**src/core/ssm_pkg.sv**
```systemverilog
// constants and types shared by the spread spectrum modulator
package ssm_pkg;
  localparam int          NUM_SAMPLES    = 12;
  localparam int          SAMPLE_W       = 4;
  localparam int          OFFSET_W       = 6;
  localparam int          STEP_W         = 4;
  localparam int          NSSC_W         = 3;
  localparam int          ACC_W          = 8;
  localparam int          MOD_W          = 10;
  localparam logic [4:0]  STEP_EXTRA     = 5'h02;
  localparam logic [3:0]  NSSC_MULT      = 4'h2;
  localparam logic [NSSC_W-1:0] NSSC_MIN = 3'h1;
  localparam logic [NSSC_W-1:0] NSSC_MAX = 3'h6;
  localparam logic [7:0]  PLL3_ADDR_LO   = 8'h4C;
  localparam logic [7:0]  PLL3_ADDR_HI   = 8'h85;
  localparam logic [15:0] LFSR_SEED      = 16'hACE1;
  localparam logic [15:0] LFSR_TAPS      = 16'hB400;

  typedef enum logic [1:0] {
    q_rise,
    q_fall,
    q_neg_fall,
    q_neg_rise
  } quadrant_e;
endpackage

```
**src/core/ssm_step_if.sv**
```systemverilog
// step-tick link between the modulator and its step timer
`timescale 1ns/1ns
interface ssm_step_if;
  logic       run;
  logic [3:0] step_time;
  logic       tick;
  modport timer (input run, input step_time, output tick);
  modport core (output run, output step_time, input tick);
endinterface

```
**src/core/pll_spread_spectrum_modulator.sv**
```systemverilog
// spread spectrum modulator for the fractional pll and spread fields of the second pll
`timescale 1ns/1ns
// Summary of operation
// - each profile step lasts step_time plus two detector cycles
// - one quadrant uses twice samples_per_quadrant deltas; software programs 1 to 6
// - waveform is four mirrored quadrants built from the same samples
// - modulation rate is detector rate over four times samples times step cycles
// - six-bit offset sets fractional offset; zero means center spread
// - nonzero offset gives down spread about ideal minus one plus offset
// - twelve four-bit delta samples are held; only selected ones used
// - dither bit randomizes the lsb of the modulator input
// - doubling bit doubles the accumulated total and amplitude
// - waveform starts at offset; each later point adds the next delta in q_rise and q_neg_fall, subtracts it in q_fall and q_neg_rise
// - second pll spreads only while its enable bit is one
// - second pll spread uses eight-bit divider and sixteen-bit counter
// - second pll spread fields live in registers 0x4C through 0x85
// - step time of zero disables spreading; above zero enables it
module pll_spread_spectrum_modulator
  import ssm_pkg::*;
(
  input  wire logic                               ref_clk,
  input  wire logic                               srst,
  input  wire logic [STEP_W-1:0]                  step_time,
  input  wire logic [NSSC_W-1:0]                  samples_per_quadrant,
  input  wire logic [OFFSET_W-1:0]                spread_offset,
  input  wire logic [NUM_SAMPLES*SAMPLE_W-1:0]    profile_delta_sample,
  input  wire logic                               dither_enable,
  input  wire logic                               amplitude_double,
  input  wire logic                               spread_enable_pll_three,
  input  wire logic [7:0]                         spread_ref_divide,
  input  wire logic [15:0]                        spread_loop_counter,
  output logic                                    frac_spread_active,
  output logic signed [MOD_W-1:0]                 frac_offset,
  output logic                                    step_strobe,
  output logic                                    config_error,
  output logic                                    pll3_spread_active,
  output logic [7:0]                              pll3_ref_divide,
  output logic [15:0]                             pll3_loop_counter
);
  typedef struct packed {
    logic                    active;
    quadrant_e               quad;
    logic [3:0]              idx;
    logic [ACC_W-1:0]        acc;
    logic [15:0]             lfsr;
    logic signed [MOD_W-1:0] out;
    logic                    strobe;
    logic                    err;
    logic                    p3_act;
    logic [7:0]              p3_div;
    logic [15:0]             p3_cnt;
  } state_s;

  state_s st_r;
  state_s st_nxt;

  ssm_step_if step ();

  ssm_step_timer u_timer (
    .ref_clk (ref_clk),
    .srst    (srst),
    .step    (step.timer)
  );

  // twelve stored deltas; the index never passes last_idx, so only the selected ones are read
  function automatic logic [SAMPLE_W-1:0] delta_at(input logic [3:0] i);
    delta_at = profile_delta_sample[i*SAMPLE_W +: SAMPLE_W];
  endfunction

  logic [3:0] last_idx;
  logic [3:0] cur_delta;
  logic [3:0] nssc_c;
  logic       run;
  logic       lfsr_fb;
  logic [ACC_W-1:0] amp;
  logic signed [MOD_W-1:0] centered;

  assign nssc_c = (samples_per_quadrant < NSSC_MIN) ? 4'(NSSC_MIN) :
                  (samples_per_quadrant > NSSC_MAX) ? 4'(NSSC_MAX) : 4'(samples_per_quadrant);
  assign last_idx = 4'(nssc_c * NSSC_MULT) - 4'h1;
  assign run = (step_time != 4'h0);
  assign step.run = run;
  assign step.step_time = step_time;

  always_comb begin
    st_nxt        = st_r;
    st_nxt.strobe = 1'b0;
    cur_delta     = delta_at(st_r.idx);
    lfsr_fb       = ^(st_r.lfsr & LFSR_TAPS);
    amp           = amplitude_double ? {st_r.acc[ACC_W-2:0], 1'b0} : st_r.acc;
    amp[0]        = amp[0] ^ (dither_enable & st_r.lfsr[0]);
    st_nxt.lfsr   = {st_r.lfsr[14:0], lfsr_fb};
    st_nxt.active = run;
    st_nxt.err    = (samples_per_quadrant < NSSC_MIN) || (samples_per_quadrant > NSSC_MAX);
    if (!run) begin
      st_nxt.quad = q_rise;
      st_nxt.idx  = 4'h0;
      st_nxt.acc  = ACC_W'(spread_offset);
    end else if (step.tick) begin
      st_nxt.strobe = 1'b1;
      case (st_r.quad)
        q_rise, q_neg_fall: begin
          st_nxt.acc = st_r.acc + ACC_W'(cur_delta);
          if (st_r.idx == last_idx) begin
            st_nxt.quad = (st_r.quad == q_rise) ? q_fall : q_neg_rise;
          end else begin
            st_nxt.idx = st_r.idx + 4'h1;
          end
        end
        q_fall, q_neg_rise: begin
          st_nxt.acc = st_r.acc - ACC_W'(cur_delta);
          if (st_r.idx == 4'h0) begin
            st_nxt.quad = (st_r.quad == q_fall) ? q_neg_fall : q_rise;
          end else begin
            st_nxt.idx = st_r.idx - 4'h1;
          end
        end
        default: begin
          st_nxt.quad = q_rise;
        end
      endcase
    end
    // lower half-cycle mirrors the excursion below the offset point
    centered = MOD_W'(amp) - MOD_W'(amplitude_double ? {spread_offset, 1'b0} : {1'b0, spread_offset});
    if (!run) begin
      st_nxt.out = '0;
    end else if (st_r.quad == q_neg_fall || st_r.quad == q_neg_rise) begin
      st_nxt.out = MOD_W'(spread_offset) - centered;
    end else begin
      st_nxt.out = MOD_W'(spread_offset) + centered;
    end
    // these fields reach the second pll's outputs one cycle later, held at zero while its enable bit is clear
    st_nxt.p3_act = spread_enable_pll_three;
    st_nxt.p3_div = spread_enable_pll_three ? spread_ref_divide : 8'h00;
    st_nxt.p3_cnt = spread_enable_pll_three ? spread_loop_counter : 16'h0000;
  end

  always_ff @(posedge ref_clk) begin
    if (srst) begin
      st_r      <= '0;
      st_r.acc  <= '0;
      st_r.lfsr <= LFSR_SEED;
      st_r.quad <= q_rise;
    end else begin
      st_r <= st_nxt;
    end
  end

  // rate follows from the tick period times 4 quadrants times used samples
  assign frac_spread_active = st_r.active;
  assign frac_offset        = st_r.out;
  assign step_strobe        = st_r.strobe;
  assign config_error       = st_r.err;
  assign pll3_spread_active = st_r.p3_act;
  assign pll3_ref_divide    = st_r.p3_div;
  assign pll3_loop_counter  = st_r.p3_cnt;
endmodule

```
**src/core/ssm_step_timer.sv**
```systemverilog
// step timer: one tick every step_time + 2 detector cycles
`timescale 1ns/1ns
module ssm_step_timer
  import ssm_pkg::*;
(
  input wire logic ref_clk,
  input wire logic srst,
  ssm_step_if.timer step
);
  typedef struct packed {
    logic [4:0] cnt;
    logic       tick;
  } timer_s;

  timer_s st_r;
  timer_s st_nxt;

  always_comb begin
    st_nxt      = st_r;
    st_nxt.tick = 1'b0;
    if (!step.run) begin
      st_nxt.cnt = 5'h00;
    end else if (st_r.cnt == (5'(step.step_time) + STEP_EXTRA - 5'h01)) begin
      st_nxt.cnt  = 5'h00;
      st_nxt.tick = 1'b1;
    end else begin
      st_nxt.cnt = st_r.cnt + 5'h01;
    end
  end

  always_ff @(posedge ref_clk) begin
    if (srst) begin
      st_r <= '0;
    end else begin
      st_r <= st_nxt;
    end
  end

  assign step.tick = st_r.tick;
endmodule

```
**config.mk**
```make
export PLATFORM = sky130hd
export DESIGN_NAME = pll_spread_spectrum_modulator
export DESIGN_NICKNAME = d
export VERILOG_FILES = /design/src/core/ssm_pkg.sv /design/src/core/ssm_step_if.sv /design/src/core/pll_spread_spectrum_modulator.sv /design/src/core/ssm_step_timer.sv
export SDC_FILE = /design/constraint.sdc
export NUM_CORES = 1
export LEC_CHECK = 0
export ABC_AREA = 1
export BUFFER_PORTS_ARGS = -buffer_cell sky130_fd_sc_hd__buf_2
export CAP_MARGIN = 20
export CORE_ASPECT_RATIO = 2
export CORE_UTILIZATION = 45
export DETAILED_ROUTE_END_ITERATION = 6
export GPL_TIMING_DRIVEN = 0
export HOLD_SLACK_MARGIN = 0.08
export PLACE_DENSITY_LB_ADDON = 0.25
export SETUP_SLACK_MARGIN = 0.15
export SLEW_MARGIN = 20
export SYNTH_ARGS = -nofsm -noshare
export SYNTH_HDL_FRONTEND = slang
export SYNTH_SLANG_ARGS = --single-unit
export TNS_END_PERCENT = 20
```
**constraint.sdc**
```tcl
create_clock -name ref_clk -period 9.2 [get_ports ref_clk]
set_input_delay 2.3 -clock ref_clk [delete_from_list [all_inputs] [get_ports ref_clk]]
set_output_delay 2.3 -clock ref_clk [all_outputs]
set_load 0.005 [all_outputs]
```
==> results.json, run 1 <==
{
  "status": "completed",
  "clkSinkCount": 74,
  "setup_viol": 0,
  "drive_gt1_frac": 0.246,
  "fin_cells": 969,
  "drv_cap": 0,
  "synth_top_area_cell": "dfxtp_1",
  "die_w_microns": 74.9,
  "num_rows": 52,
  "post-route-min-period_ns": 5.54,
  "place_area_sq_mm": 0.00557,
  "dieArea_sq_mm": 0.0111,
  "h-tree-depth": 3,
  "fin_setup_tns_ns": 0,
  "p_sw_uw": 300,
  "drtPass1Iterations": 4,
  "synth-main-ff-cell": "dfxtp_1",
  "leakagePower_nw": 3.25,
  "start_kind": "input pin",
  "insertion_delay_ns": 0.34,
  "netlist_top_cells_count": "inv_1 (114), nand2_1 (109), nor2_1 (104)",
  "drt_iter0_markers": 69,
  "cts_setup_buffers": 0,
  "synth_nets": 821,
  "yosysWarnings": 0,
  "avgSynthCellArea_sq_um": 6.88,
  "grt_pass1_wl_microns": 19000,
  "max_freq_ghz": 0.181,
  "dp_hpwl_microns": 9450,
  "core_sq_mm": 0.0102,
  "antenna_found_initial": 0,
  "path_class": "input pin to flip-flop",
  "drv_slew": 0,
  "relSlewSlack": 0.654,
  "seq_power_share": 0.346,
  "fin_area_sq_mm": 0.00591,
  "grt_max_degree": 14,
  "slowest_stage": "clkbuf_1",
  "post-route-util": 0.579,
  "clkPwrFrac": 0.393,
  "drc": 0,
  "synthTopCellsByArea": "dfxtp_1 (31%), inv_1 (9.0%), ha_1 (8.9%)",
  "wl_microns": 11700,
  "cts-buffers-inserted": 9,
  "syn_inst": 694,
  "antenna_cells": 0,
  "ctsResizeCount": 0,
  "io_buffers": 125,
  "crit_family": "simple AND/OR/NAND/NOR gates",
  "powerDensity_mw_per_mm2": 174,
  "whs_ns": 0.406,
  "dp_slack_ns": 3.30,
  "multi_input_area_sq_mm": 0.00253,
  "area_growth_pct": 23.8,
  "ys_ff_latch": 74,
  "cts.clk_slew.worst_paths_ns": 0.06,
  "p_comb_frac": 0.261,
  "fillers": 1017,
  "io_pins": 128,
  "fin_crit_sh": 0.602,
  "synth_top_area_frac": 0.310,
  "routedWlPerCell_microns": 12.0,
  "placedCellCount": 954,
  "switching_share": 0.291,
  "cts_root_buf": "clkbuf_16",
  "nets": 957,
  "power_mw": 1.03,
  "vias": 4706,
  "setup_slack_ns": 3.66,
  "timing.final.hold_violations": 0,
  "seqCellArea_sq_mm": 0.00148,
  "path_cells": "clkbuf_1 -> clkbuf_1 -> nand2_1 -> o21ai_0 -> ha_1 -> xor2_2 -> ha_1 -> nor2_1 -> xor2_1 -> inv_1 -> ha_1 -> nand3_1 -> nand2_1 -> a21oi_1 -> o21ai_0 -> nand2_1 -> nand2_1 -> nand3_1 -> nor2_1 -> nand2_1 -> nand2_1 -> nor2_2",
  "clockBufferDepth": 2,
  "avgViaCountPerCell": 4.86,
  "worstMarginPinSlew_ns": 0.512,
  "ant_nets": 0,
  "grt_usage": 0.222,
  "initial_core_util": 0.468,
  "path_buf_inv": 3,
  "fin_skew_ns": 0.00489,
  "synthArstFlopShare": 0,
  "cts_tree": "built",
  "synth_seq_area_share": 0.310,
  "rsz0062_at_grt": "no",
  "power.internal_uw": 730,
  "synth_cell_type_count": 36,
  "worst_setup_path_end_kind": "flip-flop",
  "syn_area_sq_mm": 0.00478,
  "slowest_delay_ns": 0.41,
  "cp.arrival_ns": 5.76,
  "synth_edf_count": 0,
  "synth.most_common_cell": "inv_1",
  "cp_max_fo": 10,
  "place_congestion": 0.843,
  "hold_path.class": "flip-flop to flip-flop",
  "critPathRequiredTime_ns": 9.43,
  "gr-total-overflow": 0,
  "cts_hold_buffers": 0,
  "die_h_microns": 148,
  "crit_top_cell": "nand2_1",
  "peakVddDrop_v": 0.000108,
  "grt_pass1_vias": 4747
}
==> cell usage in the layout, fill, tap and decap left out, types with 3 or more instances in the layout <==
master,n
nand3_1,34
nor2_1,104
dfxtp_1,74
o21ai_0,55
or2_2,8
nand3_2,3
nand2_2,7
nand2_1,109
clkbuf_16,9
o211ai_1,3
buf_4,36
ha_1,34
xor2_1,16
clkbuf_1,9
a21oi_1,24
fa_1,3
nor3_1,4
o22ai_1,11
nor2_2,4
buf_2,129
o221ai_1,6
xnor2_1,9
bufinv_16,3
nand4_1,4
inv_1,114
==> worst min-delay path, stage by stage (launching register included) <==
cell and delay (ns):
dfxtp_1 0.30, inv_1 0.04, nor2_1 0.03
==> area by class of cell <==
type	count	area share
multi-input cells	454	0.428
flip-flops and latches	74	0.251
repair buffers	125	0.106
inverters	116	0.0737
plain buffers	50	0.0554
clock buffers	9	0.0381
well taps	135	0.0286
clock inverters	6	0.0195
==> state kept, by name (all words and copies together) (netlist names), 5 cells and up <==
| signal | cells |
|---|---|
| frac_offset | 10 |
| pll3_loop_counter | 16 |
| pll3_ref_divide | 8 |
| st_nxt | 15 |
| st_r | 15 |
| u_timer.st_r | 5 |
==> logic make-up after synthesis <==
kind of cell | after synthesis | share of synthesized area
flops | 74 | 0.310
xor+xnor | 26 | 0.0492
simple gates | 279 | 0.246
fa+ha+maj | 37 | 0.102
buf+inv | 166 | 0.160
compound gates | 112 | 0.133
==> power groups by stage <==
stage	logic [mW]	registers [mW]	clock network, mW
global placement	0.261	0.363	0
floorplan	0.192	0.360	0
CTS	0.270	0.357	0.413
finish	0.269	0.357	0.404
detailed placement	0.268	0.364	0
global route	0.305	0.360	0.424
==> worst paths after layout <==
check             depth (start not counted)             start  slack, ns             end
hold reg to reg                           2        st_nxt[41]       0.41      st_nxt[42]
hold / removal                            2        st_nxt[41]       0.41      st_nxt[42]
setup / recovery                         22  amplitude_double       3.66  frac_offset[9]
setup reg to reg                         20          st_r[62]       5.64        st_r[59]
==> layer usage <==
layer	wire length (microns)	vias to the layer above	part of all wire	global-route usage
met5	0	-	0	0
met4	415	0	0.036	0.143
met3	367	28	0.031	0.0361
met2	6800	113	0.58	0.450
met1	4090	2135	0.35	0.177
li1	-	2430	-	-
(Power assumes the default switching activity.)
==> run 2: changes to the inputs <==
==> constraint.sdc (replaced) <==
create_clock -name ref_clk -period 4.7 [get_ports ref_clk]
set_input_delay 1.175 -clock ref_clk [delete_from_list [all_inputs] [get_ports ref_clk]]
set_output_delay 1.175 -clock ref_clk [all_outputs]
set_load 0.005 [all_outputs]
==> run 2 against run 1 <==
  * Clock power rose by 96%
  * Routed wire length up 0.24%
  * Combinational power is 96% higher
  * Largest power group unchanged
==> results.json, run 2 (synthesis results as in run 1) <==
{
  "status": "completed",
  "place_area_sq_mm": 0.00557,
  "cts_hold_buffers": 0,
  "drt_iter0_markers": 77,
  "grt_usage": 0.222,
  "core_sq_mm": 0.0102,
  "nets": 957,
  "rsz0062_at_grt": "no",
  "largest_reg_flops": 16,
  "dp_hpwl_microns": 9450,
  "path_cells": "clkbuf_2 -> clkbuf_2 -> nand2_1 -> o21ai_0 -> ha_1 -> xor2_2 -> ha_1 -> nor2_1 -> xor2_1 -> inv_1 -> ha_1 -> nand3_1 -> nand2_1 -> a21oi_1 -> o21ai_0 -> nand2_1 -> nand2_1 -> nand3_1 -> nor2_1 -> nand2_1 -> nand2_1 -> nor2_2",
  "clockBufferDepth": 2,
  "antenna_found_initial": 0,
  "place_congestion": 0.843,
  "fin_crit_sh": 0.884,
  "fin_area_sq_mm": 0.00592,
  "fin_skew_ns": 0.00695,
  "vias": 4711,
  "worst_setup_path_end_kind": "flip-flop",
  "initial_core_util": 0.468,
  "dieArea_sq_mm": 0.0111,
  "drtPass1Iterations": 5,
  "area_growth_pct": 23.8,
  "start_kind": "input pin",
  "cts-buffers-inserted": 9,
  "post-route-min-period_ns": 4.16,
  "cts.clk_slew.worst_paths_ns": 0.06,
  "drc": 0,
  "num_rows": 52,
  "wl_microns": 11700,
  "grt_max_degree": 14,
  "drive_gt1_frac": 0.249,
  "setup_slack_ns": 0.543,
  "clkSinkCount": 74,
  "io_buffers": 125,
  "grt_pass1_vias": 4747,
  "routedWlPerCell_microns": 12.1,
  "final_common_cell": "buf_2",
  "leakagePower_nw": 3.26,
  "drv_slew": 0,
  "dp_slack_ns": -0.0743,
  "gr-total-overflow": 0,
  "peakVddDrop_v": 0.000211,
  "ant_nets": 0,
  "die_w_microns": 74.9,
  "cts_tree": "built",
  "io_pins": 128,
  "crit_top_cell": "nand2_1",
  "hold_path.class": "flip-flop to flip-flop",
  "cts_root_buf": "clkbuf_16",
  "setup_viol": 0,
  "avgViaCountPerCell": 4.86,
  "grt_pass1_wl_microns": 19000,
  "ctsResizeCount": 0,
  "layout_common_cells": "buf_2 (129), inv_1 (114), nand2_1 (109), nor2_1 (104), dfxtp_1 (74)",
  "cp_max_fo": 10,
  "slowest_delay_ns": 0.38,
  "cp.arrival_ns": 4.38,
  "antenna_cells": 0,
  "cts_setup_buffers": 0,
  "critPathRequiredTime_ns": 4.93,
  "die_h_microns": 148,
  "h-tree-depth": 3,
  "insertion_delay_ns": 0.34,
  "max_freq_ghz": 0.241,
  "path_class": "input pin to flip-flop",
  "drv_cap": 0,
  "slowest_stage": "ha_1",
  "timing.final.hold_violations": 0,
  "relSlewSlack": 0.625,
  "powerDensity_mw_per_mm2": 341,
  "worstMarginPinSlew_ns": 0.560
}
run 2: cell counts in the layout (fill, tap and decap cells not counted):
No cell type changed its count.
run 2: critical path: cells and delay by family:
| family | cells | cell delay, ns |
|---|---|---|
| AND/OR/NAND/NOR | 11 | 1.01 |
| XOR/XNOR | 2 | 0.36 |
| adder cells (fa/ha/maj) | 3 | 0.94 |
| buffers and inverters | 3 | 0.47 |
| AO/OA/AOI/OAI | 3 | 0.41 |
run 2: layer usage:
| metal | vias up | wire [microns] | GRT usage |
|---|---|---|---|
| li1 | 2429 | - | - |
| met3 | 33 | 404 | 0.0361 |
| met2 | 118 | 6760 | 0.450 |
| met1 | 2131 | 4050 | 0.177 |
| met4 | 0 | 472 | 0.143 |
| met5 | - | 0 | 0 |
run 2: power by group:
group / leakage [nW] / internal (mW) / switching (mW)
registers: 0.609 / 0.678 / 0.0208
logic: 2.49 / 0.234 / 0.293
clock network: 0.162 / 0.518 / 0.272
total: 3.26 / 1.43 / 0.586
run 2: path summary, 6_finish.rpt:
path | start | to | slack [ns] | cells past startpoint
min | st_nxt[40] | st_nxt[41] | 0.41 | 2
min reg2reg | st_nxt[40] | st_nxt[41] | 0.41 | 2
max reg2reg | st_r[65] | frac_offset[9] | 1.07 | 19
max | amplitude_double | frac_offset[9] | 0.54 | 22
run 2: layout make-up:
cell class	instances	area, sq um
Buffer	50	332
Clock inverter	6	115
Clock buffer	9	225
Fill cell	1016	4300
Tap cell	135	169
Sequential cell	74	1480
Multi-Input combinational cell	454	2530
Timing Repair Buffer	125	626
Inverter	116	435
run 2: per-stage QoR:
stage               utilization  TNS (ns)  cells  hold slack (ns)  total power [mW]
floorplan                     -         0    694            0.388              1.08
finish                    0.579         0    969            0.406              2.02
detailed placement        0.545    -0.125    954            0.393              1.24
global placement          0.545         0    954            0.392              1.22
global route              0.579         0    969            0.421              2.13
CTS                       0.579         0    969            0.403              2.04
